===== src/logic/fpg_pkg.sv =====
package fpg_pkg;

    // =========================================
    // geometry
    localparam int PORT_COUNT = 4;
    localparam int PORT_WIDTH = 8;
    localparam int ADDR_WIDTH = 8;
    localparam int SYNC_STAGES = 2;

    // =========================================
    // register offsets (printed offsets are indices; byte address is four times)
    localparam logic [5:0] IDX_A_PIN = 6'h00;
    localparam logic [5:0] IDX_A_DIR = 6'h01;
    localparam logic [5:0] IDX_A_LAT = 6'h02;
    localparam logic [5:0] IDX_B_PIN = 6'h03;
    localparam logic [5:0] IDX_B_DIR = 6'h04;
    localparam logic [5:0] IDX_B_LAT = 6'h05;
    localparam logic [5:0] IDX_C_PIN = 6'h06;
    localparam logic [5:0] IDX_C_DIR = 6'h07;
    localparam logic [5:0] IDX_C_LAT = 6'h08;
    localparam logic [5:0] IDX_D_PIN = 6'h09;
    localparam logic [5:0] IDX_D_DIR = 6'h0A;
    localparam logic [5:0] IDX_D_LAT = 6'h0B;
    localparam logic [5:0] IDX_CTRL = 6'h35;
    localparam logic [5:0] PORT_STRIDE = 6'h03;
    localparam logic [5:0] IDX_PORT_LAST = 6'h0B;

    // =========================================
    // chip control fields
    localparam int CTRL_PULLUP_OFF_BIT = 4;
    localparam logic [7:0] CTRL_WRITE_MASK = 8'h93;
    localparam logic [7:0] CTRL_RESET = 8'h00;
    localparam logic [7:0] LATCH_RESET = 8'h00;
    localparam logic [7:0] DIR_RESET = 8'h00;
    localparam logic [31:0] READ_ZERO = 32'h0000_0000;

    // =========================================
    // carriers
    typedef struct packed {
        logic [ADDR_WIDTH-1:0] adr;
        logic we;
        logic [3:0] sel;
        logic [31:0] dat;
    } fpg_wb_req_t;

    typedef struct packed {
        logic [PORT_COUNT*PORT_WIDTH-1:0] drive;
        logic [PORT_COUNT*PORT_WIDTH-1:0] oe_n;
        logic [PORT_COUNT*PORT_WIDTH-1:0] pull_on;
    } fpg_pad_out_t;

endpackage


===== src/logic/fpg_sync.sv =====
`timescale 1ns/1ps
module fpg_sync
#(
    parameter int WIDTH = 8
)
(
    // clock and reset
    input wire logic clock,
    input wire logic arst_n,
    // data
    input wire logic [WIDTH-1:0] async_in,
    output logic [WIDTH-1:0] sync_out
);
    import fpg_pkg::*;

    logic [WIDTH-1:0] stage_one;

    // =========================================
    // two-flop synchroniser, first stage read only by second
    always_ff @(posedge clock or negedge arst_n)
    begin
        if (!arst_n)
        begin
            stage_one <= '0;
            sync_out <= '0;
        end
        else
        begin
            stage_one <= async_in;
            sync_out <= stage_one;
        end
    end
endmodule


===== src/logic/fpg_pad_ctl.sv =====
`timescale 1ns/1ps
module fpg_pad_ctl
#(
    parameter int WIDTH = 8
)
(
    // port settings
    input wire logic [WIDTH-1:0] direction,
    input wire logic [WIDTH-1:0] latch,
    input wire logic [WIDTH-1:0] rx_force_input,
    input wire logic global_pullup_off,
    // pad controls
    output logic [WIDTH-1:0] drive,
    output logic [WIDTH-1:0] oe_n,
    output logic [WIDTH-1:0] pull_on
);
    import fpg_pkg::*;

    // =========================================
    // per-pin pad control
    genvar i;
    generate
        for (i = 0; i < WIDTH; i++)
        begin : g_pin
            logic eff_dir;
            assign eff_dir = direction[i] & ~rx_force_input[i];
            assign drive[i] = latch[i];
            assign oe_n[i] = ~eff_dir;
            // forced input still follows the latch for pull-up
            assign pull_on[i] = ~eff_dir & latch[i] & ~global_pullup_off;
        end
    endgenerate
endmodule


===== src/logic/fpg_gpio.sv =====
// Functional notes
// - pull-up on when input and latch high
// - pull-up disable bit kills all pull-ups
// - chip control at 0x35, masked writable bits
// - port A latch, direction, pin levels
// - port B latch, direction, pin levels
// - port C latch, direction, pin levels
// - port D latch, direction, pin levels
// - forced receiver input keeps latch pull-up
`timescale 1ns/1ps
module fpg_gpio
#(
    parameter int PORTS = fpg_pkg::PORT_COUNT,
    parameter int WIDTH = fpg_pkg::PORT_WIDTH
)
(
    // clock and reset
    input wire logic clock,
    input wire logic arst_n,
    // wishbone slave
    input wire logic wb_cyc_i,
    input wire logic wb_stb_i,
    input wire logic wb_we_i,
    input wire logic [fpg_pkg::ADDR_WIDTH-1:0] wb_adr_i,
    input wire logic [3:0] wb_sel_i,
    input wire logic [31:0] wb_dat_i,
    output logic [31:0] wb_dat_o,
    output logic wb_ack_o,
    output logic wb_err_o,
    // serial receiver overrides
    input wire logic [PORTS*WIDTH-1:0] rx_force_input,
    // pads
    input wire logic [PORTS*WIDTH-1:0] pad_in,
    output fpg_pkg::fpg_pad_out_t pad_out
);
    import fpg_pkg::*;

    // word position of each register inside a port's group of three
    localparam logic [1:0] FIELD_PIN = 2'(IDX_A_PIN - IDX_A_PIN);
    localparam logic [1:0] FIELD_DIR = 2'(IDX_A_DIR - IDX_A_PIN);
    localparam logic [1:0] FIELD_LAT = 2'(IDX_A_LAT - IDX_A_PIN);

    // =========================================
    // storage
    logic [WIDTH-1:0] latch [PORTS];
    logic [WIDTH-1:0] direction [PORTS];
    logic [7:0] chip_control_reg;
    logic [PORTS*WIDTH-1:0] pin_sync;
    logic global_pullup_off;

    fpg_wb_req_t req;
    logic access;
    logic [5:0] reg_idx;
    logic aligned;
    logic is_port;
    logic is_ctrl;
    logic [1:0] port_sel;
    logic [1:0] port_field;
    logic hit;
    logic [31:0] next_rdata;
    logic wr_ok;
    logic rd_ok;
    logic [WIDTH-1:0] pin_level [PORTS];
    logic ctrl_wr;
    logic [7:0] next_ctrl;

    assign req = '{adr: wb_adr_i, we: wb_we_i, sel: wb_sel_i, dat: wb_dat_i};
    assign access = wb_cyc_i & wb_stb_i & ~wb_ack_o & ~wb_err_o;
    assign reg_idx = req.adr[7:2];
    assign aligned = (req.adr[1:0] == 2'h0);
    assign global_pullup_off = chip_control_reg[CTRL_PULLUP_OFF_BIT];
    assign wr_ok = access && req.we && req.sel[0];
    assign rd_ok = access && !req.we;
    assign ctrl_wr = wr_ok && is_ctrl;

    // =========================================
    // address decode, one branch per mapped word
    always_comb
    begin
        is_port = 1'b0;
        is_ctrl = 1'b0;
        hit = 1'b0;
        port_sel = 2'h0;
        port_field = FIELD_PIN;
        if (aligned)
        begin
            case (reg_idx)
                IDX_A_PIN:
                begin
                    is_port = 1'b1;
                    hit = 1'b1;
                    port_sel = 2'h0;
                    port_field = FIELD_PIN;
                end
                IDX_A_DIR:
                begin
                    is_port = 1'b1;
                    hit = 1'b1;
                    port_sel = 2'h0;
                    port_field = FIELD_DIR;
                end
                IDX_A_LAT:
                begin
                    is_port = 1'b1;
                    hit = 1'b1;
                    port_sel = 2'h0;
                    port_field = FIELD_LAT;
                end
                IDX_B_PIN:
                begin
                    is_port = 1'b1;
                    hit = 1'b1;
                    port_sel = 2'h1;
                    port_field = FIELD_PIN;
                end
                IDX_B_DIR:
                begin
                    is_port = 1'b1;
                    hit = 1'b1;
                    port_sel = 2'h1;
                    port_field = FIELD_DIR;
                end
                IDX_B_LAT:
                begin
                    is_port = 1'b1;
                    hit = 1'b1;
                    port_sel = 2'h1;
                    port_field = FIELD_LAT;
                end
                IDX_C_PIN:
                begin
                    is_port = 1'b1;
                    hit = 1'b1;
                    port_sel = 2'h2;
                    port_field = FIELD_PIN;
                end
                IDX_C_DIR:
                begin
                    is_port = 1'b1;
                    hit = 1'b1;
                    port_sel = 2'h2;
                    port_field = FIELD_DIR;
                end
                IDX_C_LAT:
                begin
                    is_port = 1'b1;
                    hit = 1'b1;
                    port_sel = 2'h2;
                    port_field = FIELD_LAT;
                end
                IDX_D_PIN:
                begin
                    is_port = 1'b1;
                    hit = 1'b1;
                    port_sel = 2'h3;
                    port_field = FIELD_PIN;
                end
                IDX_D_DIR:
                begin
                    is_port = 1'b1;
                    hit = 1'b1;
                    port_sel = 2'h3;
                    port_field = FIELD_DIR;
                end
                IDX_D_LAT:
                begin
                    is_port = 1'b1;
                    hit = 1'b1;
                    port_sel = 2'h3;
                    port_field = FIELD_LAT;
                end
                IDX_CTRL:
                begin
                    is_ctrl = 1'b1;
                    hit = 1'b1;
                end
                default:
                begin
                    hit = 1'b0;
                end
            endcase
        end
    end

    // =========================================
    // pin synchroniser
    fpg_sync #(
        .WIDTH(PORTS*WIDTH)
    ) u_sync (
        .clock(clock),
        .arst_n(arst_n),
        .async_in(pad_in),
        .sync_out(pin_sync)
    );

    // =========================================
    // port registers and pad control
    genvar p;
    generate
        for (p = 0; p < PORTS; p++)
        begin : g_port
            logic wr_here;
            logic wr_lat;
            logic wr_dir;
            logic wr_pin;
            assign wr_here = wr_ok && is_port && (port_sel == 2'(p));
            assign wr_lat = wr_here && (port_field == FIELD_LAT);
            assign wr_dir = wr_here && (port_field == FIELD_DIR);
            assign wr_pin = wr_here && (port_field == FIELD_PIN);

            // output latch: plain write, or toggle through the level word
            always_ff @(posedge clock or negedge arst_n)
            begin
                if (!arst_n)
                begin
                    latch[p] <= LATCH_RESET;
                end
                else if (wr_lat)
                begin
                    latch[p] <= req.dat[WIDTH-1:0];
                end
                else if (wr_pin)
                begin
                    // writing ones to the level register toggles the latch
                    latch[p] <= latch[p] ^ req.dat[WIDTH-1:0];
                end
            end

            // direction register
            always_ff @(posedge clock or negedge arst_n)
            begin
                if (!arst_n)
                begin
                    direction[p] <= DIR_RESET;
                end
                else if (wr_dir)
                begin
                    direction[p] <= req.dat[WIDTH-1:0];
                end
            end

            // synchronised levels of this port
            assign pin_level[p] = pin_sync[p*WIDTH +: WIDTH];

            fpg_pad_ctl #(
                .WIDTH(WIDTH)
            ) u_pad (
                .direction(direction[p]),
                .latch(latch[p]),
                .rx_force_input(rx_force_input[p*WIDTH +: WIDTH]),
                .global_pullup_off(global_pullup_off),
                .drive(pad_out.drive[p*WIDTH +: WIDTH]),
                .oe_n(pad_out.oe_n[p*WIDTH +: WIDTH]),
                .pull_on(pad_out.pull_on[p*WIDTH +: WIDTH])
            );
        end
    endgenerate

    // =========================================
    // chip control register
    // read-only bits keep their value
    always_comb
    begin
        next_ctrl = (req.dat[7:0] & CTRL_WRITE_MASK)
            | (chip_control_reg & ~CTRL_WRITE_MASK);
    end

    always_ff @(posedge clock or negedge arst_n)
    begin
        if (!arst_n)
        begin
            chip_control_reg <= CTRL_RESET;
        end
        else if (ctrl_wr)
        begin
            chip_control_reg <= next_ctrl;
        end
    end

    // =========================================
    // read mux
    always_comb
    begin
        next_rdata = READ_ZERO;
        if (is_ctrl)
        begin
            next_rdata[7:0] = chip_control_reg;
        end
        else if (is_port)
        begin
            case (port_field)
                FIELD_PIN:
                begin
                    next_rdata[WIDTH-1:0] = pin_level[port_sel];
                end
                FIELD_DIR:
                begin
                    next_rdata[WIDTH-1:0] = direction[port_sel];
                end
                FIELD_LAT:
                begin
                    next_rdata[WIDTH-1:0] = latch[port_sel];
                end
                default:
                begin
                    next_rdata = READ_ZERO;
                end
            endcase
        end
    end

    // =========================================
    // bus answer, one wait state
    // ack for mapped words, one cycle after the request is taken
    always_ff @(posedge clock or negedge arst_n)
    begin
        if (!arst_n)
        begin
            wb_ack_o <= 1'b0;
        end
        else
        begin
            wb_ack_o <= access & hit;
        end
    end

    // err for unmapped or misaligned words, nothing is written
    always_ff @(posedge clock or negedge arst_n)
    begin
        if (!arst_n)
        begin
            wb_err_o <= 1'b0;
        end
        else
        begin
            wb_err_o <= access & ~hit;
        end
    end

    // read data holds until the next mapped read
    always_ff @(posedge clock or negedge arst_n)
    begin
        if (!arst_n)
        begin
            wb_dat_o <= READ_ZERO;
        end
        else if (rd_ok && hit)
        begin
            wb_dat_o <= next_rdata;
        end
    end
endmodule


===== config.mk =====
export PLATFORM = sky130hd
export DESIGN_NAME = fpg_gpio
export DESIGN_NICKNAME = d
export VERILOG_FILES = /design/src/logic/fpg_pkg.sv /design/src/logic/fpg_sync.sv /design/src/logic/fpg_pad_ctl.sv /design/src/logic/fpg_gpio.sv
export SDC_FILE = /design/constraint.sdc
export NUM_CORES = 1
export LEC_CHECK = 0
export ABC_AREA = 1
export BUFFER_PORTS_ARGS = -buffer_cell sky130_fd_sc_hd__buf_2
export CAP_MARGIN = 15
export CORE_UTILIZATION = 51
export CTS_CLUSTER_DIAMETER = 30
export DETAILED_ROUTE_END_ITERATION = 16
export PLACE_DENSITY = 0.81
export SLEW_MARGIN = 20
export SYNTH_ARGS = -nofsm -noshare
export SYNTH_HDL_FRONTEND = slang
export SYNTH_SLANG_ARGS = --single-unit

===== constraint.sdc =====
create_clock -name clock -period 2.25 [get_ports clock]
set_input_delay 0.225 -clock clock [delete_from_list [all_inputs] [get_ports clock]]
set_output_delay 0.225 -clock clock [all_outputs]
set_load 0.02 [all_outputs]

=== Word level (Yosys, flattened, before mapping) ===
Cells that the tools add are included.

* Mux-type cells: 31
* Order comparisons: 1
* Bitwise logic cells: 175
* Equality and inequality tests: 17
* Reductions and logical operators: 38

{| class="wikitable"
|+ Operator list
! operator !! number
|-
| $mux 8 || 16
|-
| $and 1x1->1 || 101
|-
| $not 1->1 || 68
|-
| $bmux 8 s2 || 3
|-
| $xor 8x8->8 || 4
|-
| $eq 6x3->1 const B || 4
|-
| $eq 6x4->1 const B || 4
|-
| $mux 24 || 1
|-
| $pmux 8 s3 || 1
|-
| $logic_and 1x1->1 || 22
|-
| $reduce_or 13->1 || 1
|-
| $eq 6x2->1 const B || 2
|-
| $reduce_or 12->1 || 1
|-
| $reduce_or 3->1 || 3
|-
| $or 8x7->8 || 1
|-
| $reduce_bool 2->1 || 4
|-
| $reduce_or 4->1 || 2
|-
| $eq 2x2->1 const B || 3
|-
| $eq 6x1->1 const B || 1
|-
| $eq 6x6->1 const B || 1
|-
| $logic_not 2->1 || 3
|-
| $logic_not 6->1 || 1
|-
| $mux 1 || 6
|-
| $pmux 2 s3 || 1
|-
| other kinds (6) || 8
|}

* Register bits: 170
* Output and inout bits: 130
* Bits of input ports: 113

=== Longest topological paths before layout ===
Gate-level depths: netlist of the first run.

* Word-level depth: 11
* Depth in mapped cells: 15
* Mapped depth without buffers: 14

=== By module ===
A second synthesis of the first run with hierarchy kept.

* Cell total of the unflattened synthesis: 947
* Area total of the unflattened synthesis: 7318.3 µm²

{| class="wikitable"
|+ Modules (own cells, without submodules)
! module !! cells an instance !! area each (µm²) !! times used
|-
| fpg_gpio || 687 || 4860.9 || 1
|-
| fpg_sync || 64 || 1601.5 || 1
|-
| fpg_pad_ctl || 49 || 214.0 || 4
|}

=== Worst setup path after synthesis of the first run ===
No wires, ideal clock.

* Path kind: register to register
* Start point: register wb_ack_o
* End point: register latch[16] (netlist bit)
* Slack: 518 ps
* Arrival: 1614 ps
* Clock period less this slack: 1732 ps
* Data required time: 2132 ps
* Stages on the path, launching flop included: 10
* Cell sequence: dfrtp_1 > nor2_1 > nand3_1 > nor2_1 > nand2_2 > nor2_4 > nand2_1 > nor2_1 > xor2_1 > inv_1

* Cells in the longest elaborated chain, start to end: 9

{| class="wikitable"
|+ RTL lines
! item !! RTL line !! source
|-
| start, declared || fpg_gpio.sv:28 || <nowiki>output logic wb_ack_o,</nowiki>
|-
| start signal, assigned || fpg_gpio.sv:323 || <nowiki>wb_ack_o <= access & hit;</nowiki>
|-
| $not 1->1 (*) || fpg_gpio.sv:68 || <nowiki>assign access = wb_cyc_i & wb_stb_i & ~wb_ack_o & ~wb_err_o;</nowiki>
|-
| $and 1x1->1 (*) (2 in a row) || fpg_gpio.sv:68 ||
|-
| $logic_and 1x1->1 (*) (2 in a row) || fpg_gpio.sv:72 || <nowiki>assign wr_ok = access && req.we && req.sel[0];</nowiki>
|-
| $logic_and 1x1->1 (*) (2 in a row) || fpg_gpio.sv:206 || <nowiki>assign wr_here = wr_ok && is_port && (port_sel == 2'(p));</nowiki>
|-
| $logic_and 1x1->1, on equally long branches || fpg_gpio.sv:207, fpg_gpio.sv:209 ||
|-
| $mux 8 / $reduce_bool 2->1 (equally long branches) || -- ||
|-
| end signal, assigned by index || fpg_gpio.sv:220 || <nowiki>latch[p] <= req.dat[WIDTH-1:0];</nowiki>
|-
| end signal, assigned by index || fpg_gpio.sv:225 || <nowiki>latch[p] <= latch[p] ^ req.dat[WIDTH-1:0];</nowiki>
|-
| end, declared || fpg_gpio.sv:45 || <nowiki>logic [WIDTH-1:0] latch [PORTS];</nowiki>
|}

Mark *: on every way between the ends. The rest lies on a longest branch, timed or not.
A chain may end at the register's enable or synchronous reset.

=== Worst setup path in the final report of the first run ===
* Start point: register wb_ack_o
* End point: register latch[3] (netlist bit)

The elaborated chain is that of the path after synthesis.

==> results of run 1 <==
[metrics by stage]
| step | area (sq um) | std cells | setup slack (ns) | util | power [uW] |
|---|---|---|---|---|---|
| finish | 9140 | 1336 | 0.317 | 0.682 | 6050 |
| global route | 9140 | 1336 | 0.139 | 0.682 | 6240 |
| CTS | 9140 | 1336 | 0.320 | 0.682 | 6060 |
| detailed placement | 8220 | 1272 | 0.0806 | 0.614 | 3240 |
| global placement | 8220 | 1272 | 0.150 | 0.614 | 3230 |
| floorplan | 7180 | 933 | 0.518 | - | 3010 |
[power by group]
group | switching [uW] | total, uW | leakage, uW | internal (uW)
logic | 376 | 577 | 0.00292 | 201
clock network | 1150 | 2800 | 0.000275 | 1650
registers | 35.3 | 2670 | 0.00170 | 2640
[how the worst max path moves through the flow]
stage,endpoint,from,cells past startpoint,slack [ns]
3_3_place_gp,direction[22],wb_adr_i[7],11,0.15
6_report,latch[3],wb_ack_o,9,0.32
2_1_floorplan,latch[16],wb_ack_o,9,0.52
4_1_cts,latch[3],wb_ack_o,9,0.32
5_1_grt,latch[3],wb_ack_o,9,0.14
3_5_place_dp,direction[19],wb_adr_i[7],11,0.08
[logic make-up (layout without fill, tap and decap cells)]
family	after synthesis	count (layout)	share of synthesized area
AOI/OAI and AO/OA	47	47	0.0363
xor gates and xnor gates	32	32	0.0395
buffers and inverters	210	437	0.130
DFF	142	142	0.501
other	1	24	0.000528
and+or+nand+nor	478	478	0.293
[worst register-to-register path, delay by kind of cell (launching register included)]
kind	cells	cell delay, ns
and+or+nand+nor	7	1.24
DFF	1	0.37
xor gates and xnor gates	1	0.15
buffers and inverters	1	0.06
[metal layers]
layer / global-route usage / routed length [microns]
met3: 0.0665 / 1780
met2: 0.497 / 10200
met5: 0 / 0
met4: 0.110 / 454
met1: 0.384 / 8200
[layout by cell type, fill, tap and decap left out]
cell and count:
nor2_2 2, inv_2 10, xor2_1 16, o21ai_0 19, nand2_4 1, nand4_1 4
inv_8 1, bufinv_16 2, clkinvlp_4 4, nand2_2 11, buf_6 1, nand3_2 1
buf_12 2, a21oi_4 1, clkinv_4 1, nor2_4 8, and2_1 1, inv_1 153
dlygate4sd3_1 33, o211ai_2 1, dfrtp_1 142, conb_1 24, nand3_1 63, nand3_4 2
nor3_4 2, xnor2_1 16, buf_4 17, nand2_1 257, buf_2 190, clkbuf_16 17
inv_6 5, nor3_1 21, clkinv_2 1, o21ai_1 25, a21oi_2 1, nor4_2 1
nor2_1 104
[cell type report]
type / count / area share
clock inverter: 14 / 0.0174
sequential: 142 / 0.389
inverter: 163 / 0.0670
tap: 176 / 0.0241
clock buffer: 17 / 0.0466
timing repair buffer: 243 / 0.160
multi-input combinational: 581 / 0.296
[what timing repair did]
| item | 4_1_cts | 5_1_grt |
|---|---|---|
| gates resized for setup | 0 | 0 |
| hold endpoints to repair | 174 | 0 |
| hold buffers | 33 | 0 |
==> results by group, run 1 <==
Status
  • Run status: completed

Layout
  • Multi-input gate area in the final layout: 2710 sq um
  • Signed area change from the synthesized netlist to the final layout: 28.7%
  • Share of layout cells above drive strength 1: 0.243
  • Sequential cell area in the final layout: 3550 sq um
  • # nets final: 1261
  • Filler Cells Inserted: 1063
  • Inserted Diodes: 0

Timing
  • Time the final worst path needs with I/O delays and setup: 1.93 ns
  • Count of endpoints failing hold in the final timing report: 0
  • Total negative slack for setup checks: 0 ns
  • Fmax: 517 MHz
  • # setup viols final: 0
  • Setup Skew: 0.00705 ns
  • Fin. max-slew vios: 0
  • Worst max-slew margin expressed relative to the limit: 0.498
  • Worst slack on hold paths: 0.107 ns
  • Slew of the pin with the lowest slew margin: 0.753 ns
  • Setup repair after global routing missed its margin: false
  • Final clock period utilization by the worst path: 0.859

GRT
  • Via count of the first global-routing pass: 6143
  • GR Overflow Total: 0
  • Global-route wire length before repair: 32100 microns
  • Number of antenna violations at the first check in global routing: 0
  • Total global-route track usage: 0.300
  • Pin count of the biggest net entering global routing: 143

Place
  • Port bufs: 191
  • GP Congestion: 0.921
  • Detailed Place HPWL: 14300 microns

Critical path
  • Largest delay contributor family on the critical path: simple AND/OR/NAND/NOR gates
  • Type of the worst setup path: register to register
  • Critical Path Fanout Max: 8
  • Cell-by-cell listing of the critical path: nor2_1 > nand3_1 > nor2_1 > nand2_2 > nor2_1 > nand2_1 > nor2_1 > xnor2_1 > inv_1
  • Required @ worst endpoint: 2.57 ns
  • Longest individual stage delay on the worst path: 0.37 ns
  • Reg2Reg Launch Point: wb_ack_o
  • R2r worst-path depth: 9
  • Data arrival at the endpoint of the critical path: 2.25 ns
  • Slowest stage cell, crit path: dfrtp_1
  • Critical Path Source Type: register
  • Critical Path Sink Type: register
  • Total buffers and inverters traversed by the critical path: 1
  • Reg-to-Reg End: latch[3]
  • Register-to-register setup slack: 0.32 ns
  • Cell type with the highest occurrence count on the critical path: nor2_1

Detailed routing
  • Detailed-route via count: 6603
  • DRC errors left: 0
  • Routed vias/inst: 4.94
  • Routed wire length: 20600 microns
  • First-pass detailed-route iteration total: 6
  • Initial DRC count: 671
  • Drt wl/cell: 15.5 microns
  • Detail Route Antenna Nets: 0

Power and ir drop
  • Power per standard cell area: 662 nW/um^2
  • Leakage: 0.00490 uW
  • Max rail drop VDD: 0.576 mV

Synthesis
  • Most instantiated library cell after synthesis: nand2_1
  • Part of the Yosys area used for sequential elements: 0.501
  • Most numerous cell types in the synthesized netlist: nand2_1 (257), inv_1 (153), dfrtp_1 (142)
  • Yosys warnings: 0
  • Synth Flop Type: dfrtp_1
  • Share of the synthesized area in the top cell type: 0.501
  • Post-Synthesis Mean Instance Area: 7.80 sq um
  • Distinct cell type count of the synthesized netlist: 29
  • Netlist area before placement: 7100 sq um
  • Cell accounting for the most synthesized area: dfrtp_1
  • Number of enable flip-flop cells after synthesis: 0
  • Post-synthesis register bit count: 142
  • Synthesized netlist cell count: 910
  • Cells taking the most area after synthesis: dfrtp_1 (50%), nand2_1 (14%), inv_1 (8.1%), nor2_1 (5.5%), nand3_1 (4.4%)
  • Share of synthesized flip-flops with an asynchronous set or reset: 1.00

Hold path
  • Type of the most critical hold path: primary input to register
  • Min-Delay Path Depth: 3
  • HP Start: wb_dat_i[6]
  • Endpoint of the worst hold-timing path: direction[30]

Floorplanning
  • Number of ports placed on the die boundary: 243
  • Die Span Y: 120 microns
  • Die extent in x: 120 microns
  • Starting Density: 0.530
  • Number of rows created at floorplan: 42
  • Die area: 14400 sq um
  • Standard cell core area: 13400 sq um

Clock network
  • Setup repair bufs after CTS: 0
  • Clock H-tree levels: 4
  • TritonCTS Buffers: 17
  • Clock sink count: 142
  • Clock edge transition at the registers on the reported setup and hold paths: 0.06 ns
  • Clock root cell: clkbuf_16
  • Largest buffer count on any clock path: 2
  • Insertion delay to the later sink of the worst-skew pair: 0.43 ns
  • CTS tree: done

Run
  • Count of max-cap constraint violations: 0
Power figures use the tool's default switching activity.
==> inputs of run 2 (changes only) <==
Settings changed: CORE_UTILIZATION 51 to 50, PLACE_DENSITY 0.81 to 0.8.
==> results by group, run 2 (synthesized netlist as in run 1, its figures left out) <==
Layout
  • Most frequent cells in the layout: nand2_1 (257), buf_2 (190), inv_1 (153), dfrtp_1 (142), nor2_1 (104)
  • Final standard cell area without fillers: 9140 sq um (about the same)
  • Most common cell after layout, fill and taps aside: nand2_1
  • # nets final: 1263 (+0.16%)
  • Share of layout cells above drive strength 1: 0.245 (+0.00195)
  • Inserted Diodes: 0 (unchanged)
  • Filler Cells Inserted: 1139 (+7.1%)
  • Signed area change from the synthesized netlist to the final layout: 28.8% (about the same)

GRT
  • Number of antenna violations at the first check in global routing: 0 (unchanged)
  • Global-route wire length before repair: 31500 microns (-1.7%)
  • Total global-route track usage: 0.294 (-0.00618)
  • Pin count of the biggest net entering global routing: 57 (-60%)
  • GR Overflow Total: 0 (unchanged)
  • Via count of the first global-routing pass: 6069 (-1.2%)

Critical path
  • Register-to-register setup slack: 0.26 ns (-0.06 ns)
  • Longest individual stage delay on the worst path: 0.38 ns (about the same)
  • Total buffers and inverters traversed by the critical path: 1 (unchanged)
  • Reg2Reg Launch Point: wb_ack_o
  • Critical Path Sink Type: register
  • Critical Path Fanout Max: 8 (unchanged)
  • Slowest stage cell, crit path: dfrtp_1
  • Required @ worst endpoint: 2.57 ns (about the same)
  • Cell type with the highest occurrence count on the critical path: nor2_1
  • Startpoint of the most critical setup path: wb_ack_o
  • Type of the worst setup path: register to register
  • Data arrival at the endpoint of the critical path: 2.31 ns (+0.06 ns)
  • R2r worst-path depth: 9 (unchanged)
  • Reg-to-Reg End: latch[3]
  • Cell-by-cell listing of the critical path: nor2_1 > nand3_1 > nor2_1 > nand2_2 > nor2_1 > nand2_1 > nor2_1 > xnor2_1 > inv_1
  • Critical Path Source Type: register
  • Crit path depth: 9 (unchanged)
  • Largest delay contributor family on the critical path: simple AND/OR/NAND/NOR gates

Detailed routing
  • Length of routed met2 wiring: 9770 microns (-4.3%)
  • Routed metal-1 wire length: 8230 microns (+0.33%)
  • Drt wl/cell: 15.2 microns (-1.9%)
  • Routed vias/inst: 4.86 (-1.8%)
  • Initial DRC count: 498 (-26%)
  • Detailed-route via count: 6521 (-1.2%)
  • DRC errors left: 0 (unchanged)
  • Met3 routed wirelength: 1740 microns (-2.4%)
  • First-pass detailed-route iteration total: 5 (-1)
  • Detail Route Antenna Nets: 0 (unchanged)
  • Top Layer Used: met4
  • Routed wire length: 20400 microns (-1.4%)

Place
  • GP Congestion: 0.896 (-2.7%)
  • Standard cell area after detailed placement: 8230 sq um (about the same)
  • Port bufs: 191 (unchanged)
  • Detailed Place HPWL: 14300 microns (-0.15%)
  • Place WS: 0.0879 ns (+0.00731 ns)

Floorplanning
  • Starting Density: 0.511 (-0.0183)
  • Die area: 14700 sq um (+2.0%)
  • Number of ports placed on the die boundary: 243 (unchanged)
  • Standard cell core area: 13900 sq um (+3.6%)
  • Die extent in x: 121 microns (+0.98%)
  • Die Span Y: 121 microns (+0.98%)
  • Number of rows created at floorplan: 43 (+2.4%)

Clock network
  • Hold bufs inserted after CTS: 33 (unchanged)
  • TritonCTS Buffers: 17 (unchanged)
  • CTS tree: done
  • Clock H-tree levels: 4 (unchanged)
  • Insertion delay to the later sink of the worst-skew pair: 0.43 ns (about the same)
  • Clock sink count: 142 (unchanged)
  • Clock edge transition at the registers on the reported setup and hold paths: 0.07 ns (about the same)
  • Largest buffer count on any clock path: 2 (unchanged)
  • Count of cells resized by post-cts repair: 0 (unchanged)
  • Clock root cell: clkbuf_16
  • Setup repair bufs after CTS: 0 (unchanged)

Timing
  • Time the final worst path needs with I/O delays and setup: 1.99 ns (+0.0550 ns)
  • Count of endpoints failing hold in the final timing report: 0 (unchanged)
  • Final clock period utilization by the worst path: 0.883 (+0.0245)
  • Worst slack on hold paths: 0.0836 ns (-0.0237 ns)
  • Fin. max-slew vios: 0 (unchanged)
  • Worst max-slew margin expressed relative to the limit: 0.637 (+0.138)
  • Setup Skew: 0.00783 ns (+0.000784 ns)
  • # setup viols final: 0 (unchanged)
  • Total negative slack for setup checks: 0 ns (unchanged)
  • Slew of the pin with the lowest slew margin: 0.544 ns (-0.209 ns)
  • Setup repair after global routing missed its margin: false
  • Fmax: 503 MHz (-2.8%)
  • Worst setup slack after layout: 0.262 ns (-0.0550 ns)

Power and ir drop
  • Leakage: 0.00492 uW (+0.46%)
  • Max rail drop VDD: 0.741 mV (+29%)
  • Share of power burned in combinational logic: 0.097 (+0.002)
  • Switching part of the total: 0.275 (+0.0162)
  • Flop pwr share: 0.446 (+0.004)
  • NetSw: 1650 uW (+5.3%)
  • Fraction of power consumed by the clock network: 0.457 (-0.006)
  • Cell internal power dissipation: 4350 uW (-3.1%)
  • Power per standard cell area: 656 nW/um^2 (-0.94%)

Run
  • Count of max-cap constraint violations: 0 (unchanged)

Hold path
  • HP Start: wb_dat_i[5]
  • Type of the most critical hold path: primary input to register
  • Min-Delay Path Depth: 3 (unchanged)
  • Endpoint of the worst hold-timing path: direction[29]

Status
  • Run status: completed
## run 2: changes by cell type in the layout (fill, tap and decap cells not counted)
cell        delta
clkinvlp_4     -4
clkbuf_8       +1
inv_8          +5
buf_12         -1
bufinv_16      -2
clkinv_8       +1
buf_4          +3
## run 2: how the worst max path moves through the flow
stage,to
after global routing,latch[3]
after CTS,latch[3]
final,latch[3]
after global placement,latch[11]
after detailed placement,latch[10]
after floorplan,latch[16]
## run 2: power groups by stage
stage	registers, uW	logic (uW)	clock network, uW
final	2670	583	2740
after global routing	2680	641	2890
after CTS	2670	577	2770
after detailed placement	2720	529	0
after global placement	2710	524	0
after floorplan	2740	275	0
## run 2: cell type report
| cell class | count | area (sq um) | share of cell area |
|---|---|---|---|
| Timing Repair Buffer | 245 | 1460 | 0.160 |
| Inverter | 163 | 612 | 0.0669 |
| Clock buffer | 18 | 439 | 0.0480 |
| Tap cell | 180 | 225 | 0.0246 |
| Clock inverter | 14 | 141 | 0.0155 |
| Sequential cell | 142 | 3550 | 0.389 |
| Multi-Input combinational cell | 581 | 2710 | 0.296 |
## run 2: worst reg2reg max path, stage by stage, from the launching register on
cell and delay [ns]:
dfrtp_1 0.38, nor2_1 0.10, nand3_1 0.12, nor2_1 0.18
nand2_2 0.17, nor2_1 0.16, nand2_1 0.27, nor2_1 0.24
xnor2_1 0.18, inv_1 0.06
## run 2: layer usage
| layer | vias up | GRT usage |
|---|---|---|
| li1 | 3163 | - |
| met1 | 2981 | 0.377 |
| met2 | 333 | 0.474 |
| met3 | 44 | 0.0728 |
| met4 | 0 | 0.124 |
| met5 | - | 0 |
## run 2: through the flow
| step | total power, uW | util | cells |
|---|---|---|---|
| after floorplan | 3010 | - | 933 |
| after global placement | 3240 | 0.593 | 1278 |
| after detailed placement | 3250 | 0.593 | 1278 |
| after CTS | 6010 | 0.659 | 1343 |
| after global routing | 6210 | 0.659 | 1343 |
| final | 5990 | 0.659 | 1343 |
==> inputs of run 3 (changes only) <==
Settings changed: PLACE_DENSITY 0.8 to 0.86.
==> results by group, run 3 (synthesized netlist as in run 1, its figures left out) <==
GRT
  • Most utilized layer in the global route result: met2
  • Pin count of the biggest net entering global routing: 51 (-11%)
  • Via count of the first global-routing pass: 6148 (+1.3%)
  • Met1 Resource Use GR: 0.359 (-0.0180)
  • Global routing usage on met3: 0.0855 (+0.0127)
  • GR Overflow Total: 0 (unchanged)
  • Global-route wire length before repair: 31600 microns (+0.35%)
  • Total global-route track usage: 0.296 (+0.00225)
  • Met2 usage: 0.500 (+0.0268)
  • Number of antenna violations at the first check in global routing: 2 (+2)

Critical path
  • Reg-to-Reg End: latch[4]
  • Cell type with the highest occurrence count on the critical path: nor2_1
  • Required @ worst endpoint: 2.57 ns (about the same)
  • Reg2Reg Launch Point: wb_ack_o
  • Data arrival at the endpoint of the critical path: 2.43 ns (+0.12 ns)
  • Type of the worst setup path: register to register
  • Register-to-register setup slack: 0.14 ns (-0.12 ns)
  • Critical Path Source Type: register
  • Slowest stage cell, crit path: dfrtp_1
  • Critical Path Fanout Max: 8 (unchanged)
  • Critical Path Sink Type: register
  • Cell-by-cell listing of the critical path: nor2_1 > nand3_1 > nor2_1 > nand2_2 > nor2_1 > nand2_1 > nor2_1 > xnor2_1 > inv_1
  • R2r worst-path depth: 9 (unchanged)
  • Longest individual stage delay on the worst path: 0.37 ns (about the same)

Layout
  • # nets final: 1259 (-0.32%)
  • Most common cell after layout, fill and taps aside: nand2_1
  • Fin cells: 1341 (-0.15%)
  • Most frequent cells in the layout: nand2_1 (257), buf_2 (190), inv_1 (153), dfrtp_1 (142), nor2_1 (103)
  • Signed area change from the synthesized netlist to the final layout: 29.0%
  • Share of layout cells above drive strength 1: 0.242 (-0.00261)

Clock network
  • Largest buffer count on any clock path: 2 (unchanged)
  • Setup repair bufs after CTS: 0 (unchanged)
  • Clock H-tree levels: 4 (unchanged)
  • CTS tree: done
  • Clock root cell: clkbuf_16
  • Clock sink count: 142 (unchanged)
  • Clock edge transition at the registers on the reported setup and hold paths: 0.06 ns (about the same)
  • Insertion delay to the later sink of the worst-skew pair: 0.44 ns (about the same)
  • TritonCTS Buffers: 17 (unchanged)

Power and ir drop
  • Share of power burned in combinational logic: 0.093 (-0.004)
  • Fraction of power consumed by the clock network: 0.475 (+0.018)
  • Switching part of the total: 0.252 (-0.0230)
  • Cell internal power dissipation: 4640 uW (+6.7%)
  • Flop pwr share: 0.431 (-0.015)
  • NetSw: 1560 uW (-5.2%)
  • Leakage: 0.00492 uW (about the same)
  • Power per standard cell area: 677 nW/um^2 (+3.3%)
  • Tot Pwr: 6200 uW (+3.4%)
  • Max rail drop VDD: 0.815 mV (+9.9%)

Timing
  • Fin. max-slew vios: 0 (unchanged)
  • # setup viols final: 0 (unchanged)
  • Worst slack on hold paths: 0.107 ns (+0.0234 ns)
  • Worst max-slew margin expressed relative to the limit: 0.637 (about the same)
  • Slew of the pin with the lowest slew margin: 0.544 ns (-0.000134 ns)
  • Setup Skew: 0.00738 ns (-0.000458 ns)
  • Fmax: 474 MHz (-5.8%)
  • Time the final worst path needs with I/O delays and setup: 2.11 ns (+0.123 ns)
  • Count of endpoints failing hold in the final timing report: 0 (unchanged)
  • Setup repair after global routing missed its margin: false
  • Total negative slack for setup checks: 0 ns (unchanged)
  • Final clock period utilization by the worst path: 0.938 (+0.0545)
  • Worst setup slack after layout: 0.139 ns (-0.123 ns)

Floorplanning
  • Die extent in x: 121 microns (unchanged)
  • Die Span Y: 121 microns (unchanged)
  • Number of ports placed on the die boundary: 243 (unchanged)
  • Number of rows created at floorplan: 43 (unchanged)
  • Standard cell core area: 13900 sq um (unchanged)
  • Die area: 14700 sq um (unchanged)
  • Starting Density: 0.511 (unchanged)

Detailed routing
  • First-pass detailed-route iteration total: 5 (unchanged)
  • Detail Route Antenna Nets: 0 (unchanged)
  • Routed wire length: 20800 microns (+2.4%)
  • DRC errors left: 0 (unchanged)
  • Routed vias/inst: 4.92 (+1.3%)
  • Initial DRC count: 529 (+6.2%)
  • Drt wl/cell: 15.5 microns (+2.6%)
  • Detailed-route via count: 6598 (+1.2%)

Place
  • GP Congestion: 0.954 (+6.5%)
  • Total placed cells including tap cells: 1274 (-0.31%)
  • Place WS: 0.106 ns (+0.0177 ns)
  • Port bufs: 191 (unchanged)
  • Detailed Place HPWL: 14300 microns (+0.20%)

Status
  • Run status: completed

Hold path
  • Type of the most critical hold path: primary input to register
  • Endpoint of the worst hold-timing path: direction[29]
  • Min-Delay Path Depth: 3 (unchanged)
  • HP Start: wb_dat_i[5]

Run
  • Count of max-cap constraint violations: 0 (unchanged)
==> run 3: changes by cell type in the layout (fill, tap and decap cells not counted) <==
cell       previous run  this run
nor2_2                2         3
clkbuf_1              0         1
clkinv_4              1         2
nor2_1              104       103
bufinv_16             0         3
inv_6                 5         6
inv_8                 6         1
buf_4                20        16
diode_2               0         2
clkinv_8              1         0
==> run 3: metrics by stage <==
step                 util  area (sq um)
floorplan               -          7180
global route        0.660          9160
global placement    0.591          8200
finish              0.660          9160
CTS                 0.659          9150
detailed placement  0.591          8200
==> run 3: worst max path at each step <==
stage	start	endpoint
3_5_place_dp	wb_adr_i[7]	direction[23]
3_3_place_gp	wb_adr_i[0]	direction[19]
4_1_cts	wb_ack_o	latch[3]
6_report	wb_ack_o	latch[4]
2_1_floorplan	wb_ack_o	latch[16]
5_1_grt	wb_ack_o	latch[2]
==> run 3: cell type report <==
| type | count | area, sq um |
|---|---|---|
| timing repair buffer | 241 | 1430 |
| multi-input combinational | 581 | 2710 |
| fill | 1112 | 4720 |
| clock inverter | 13 | 176 |
| antenna | 2 | 5.00 |
| tap | 180 | 225 |
| inverter | 163 | 612 |
| sequential | 142 | 3550 |
| clock buffer | 19 | 443 |
==> run 3: critical path: cells and delay by family (launching register included) <==
kind          cells  cell delay (ns)
xor+xnor          1             0.17
simple gates      7             1.41
flops             1             0.37
buf+inv           1             0.06
==> run 3: what timing repair did <==
item,CTS,global route
gates resized for setup,0,1
hold buffers,33,0
hold endpoints to repair,78,0
setup endpoints to repair,0,1
==> run 3: power groups by stage <==
| stage | combinational [uW] | clock [uW] | sequential (uW) |
|---|---|---|---|
| finish | 580 | 2950 | 2670 |
| global route | 633 | 3080 | 2680 |
| CTS | 573 | 2970 | 2670 |
| detailed placement | 525 | 0 | 2720 |
| global placement | 519 | 0 | 2710 |
| floorplan | 275 | 0 | 2740 |
==> run 3: per-layer routing <==
metal	wire length, microns	vias to the layer above
li1	-	3154
met1	8040	3084
met2	10300	315
met3	1950	45
met4	525	0
met5	0	-
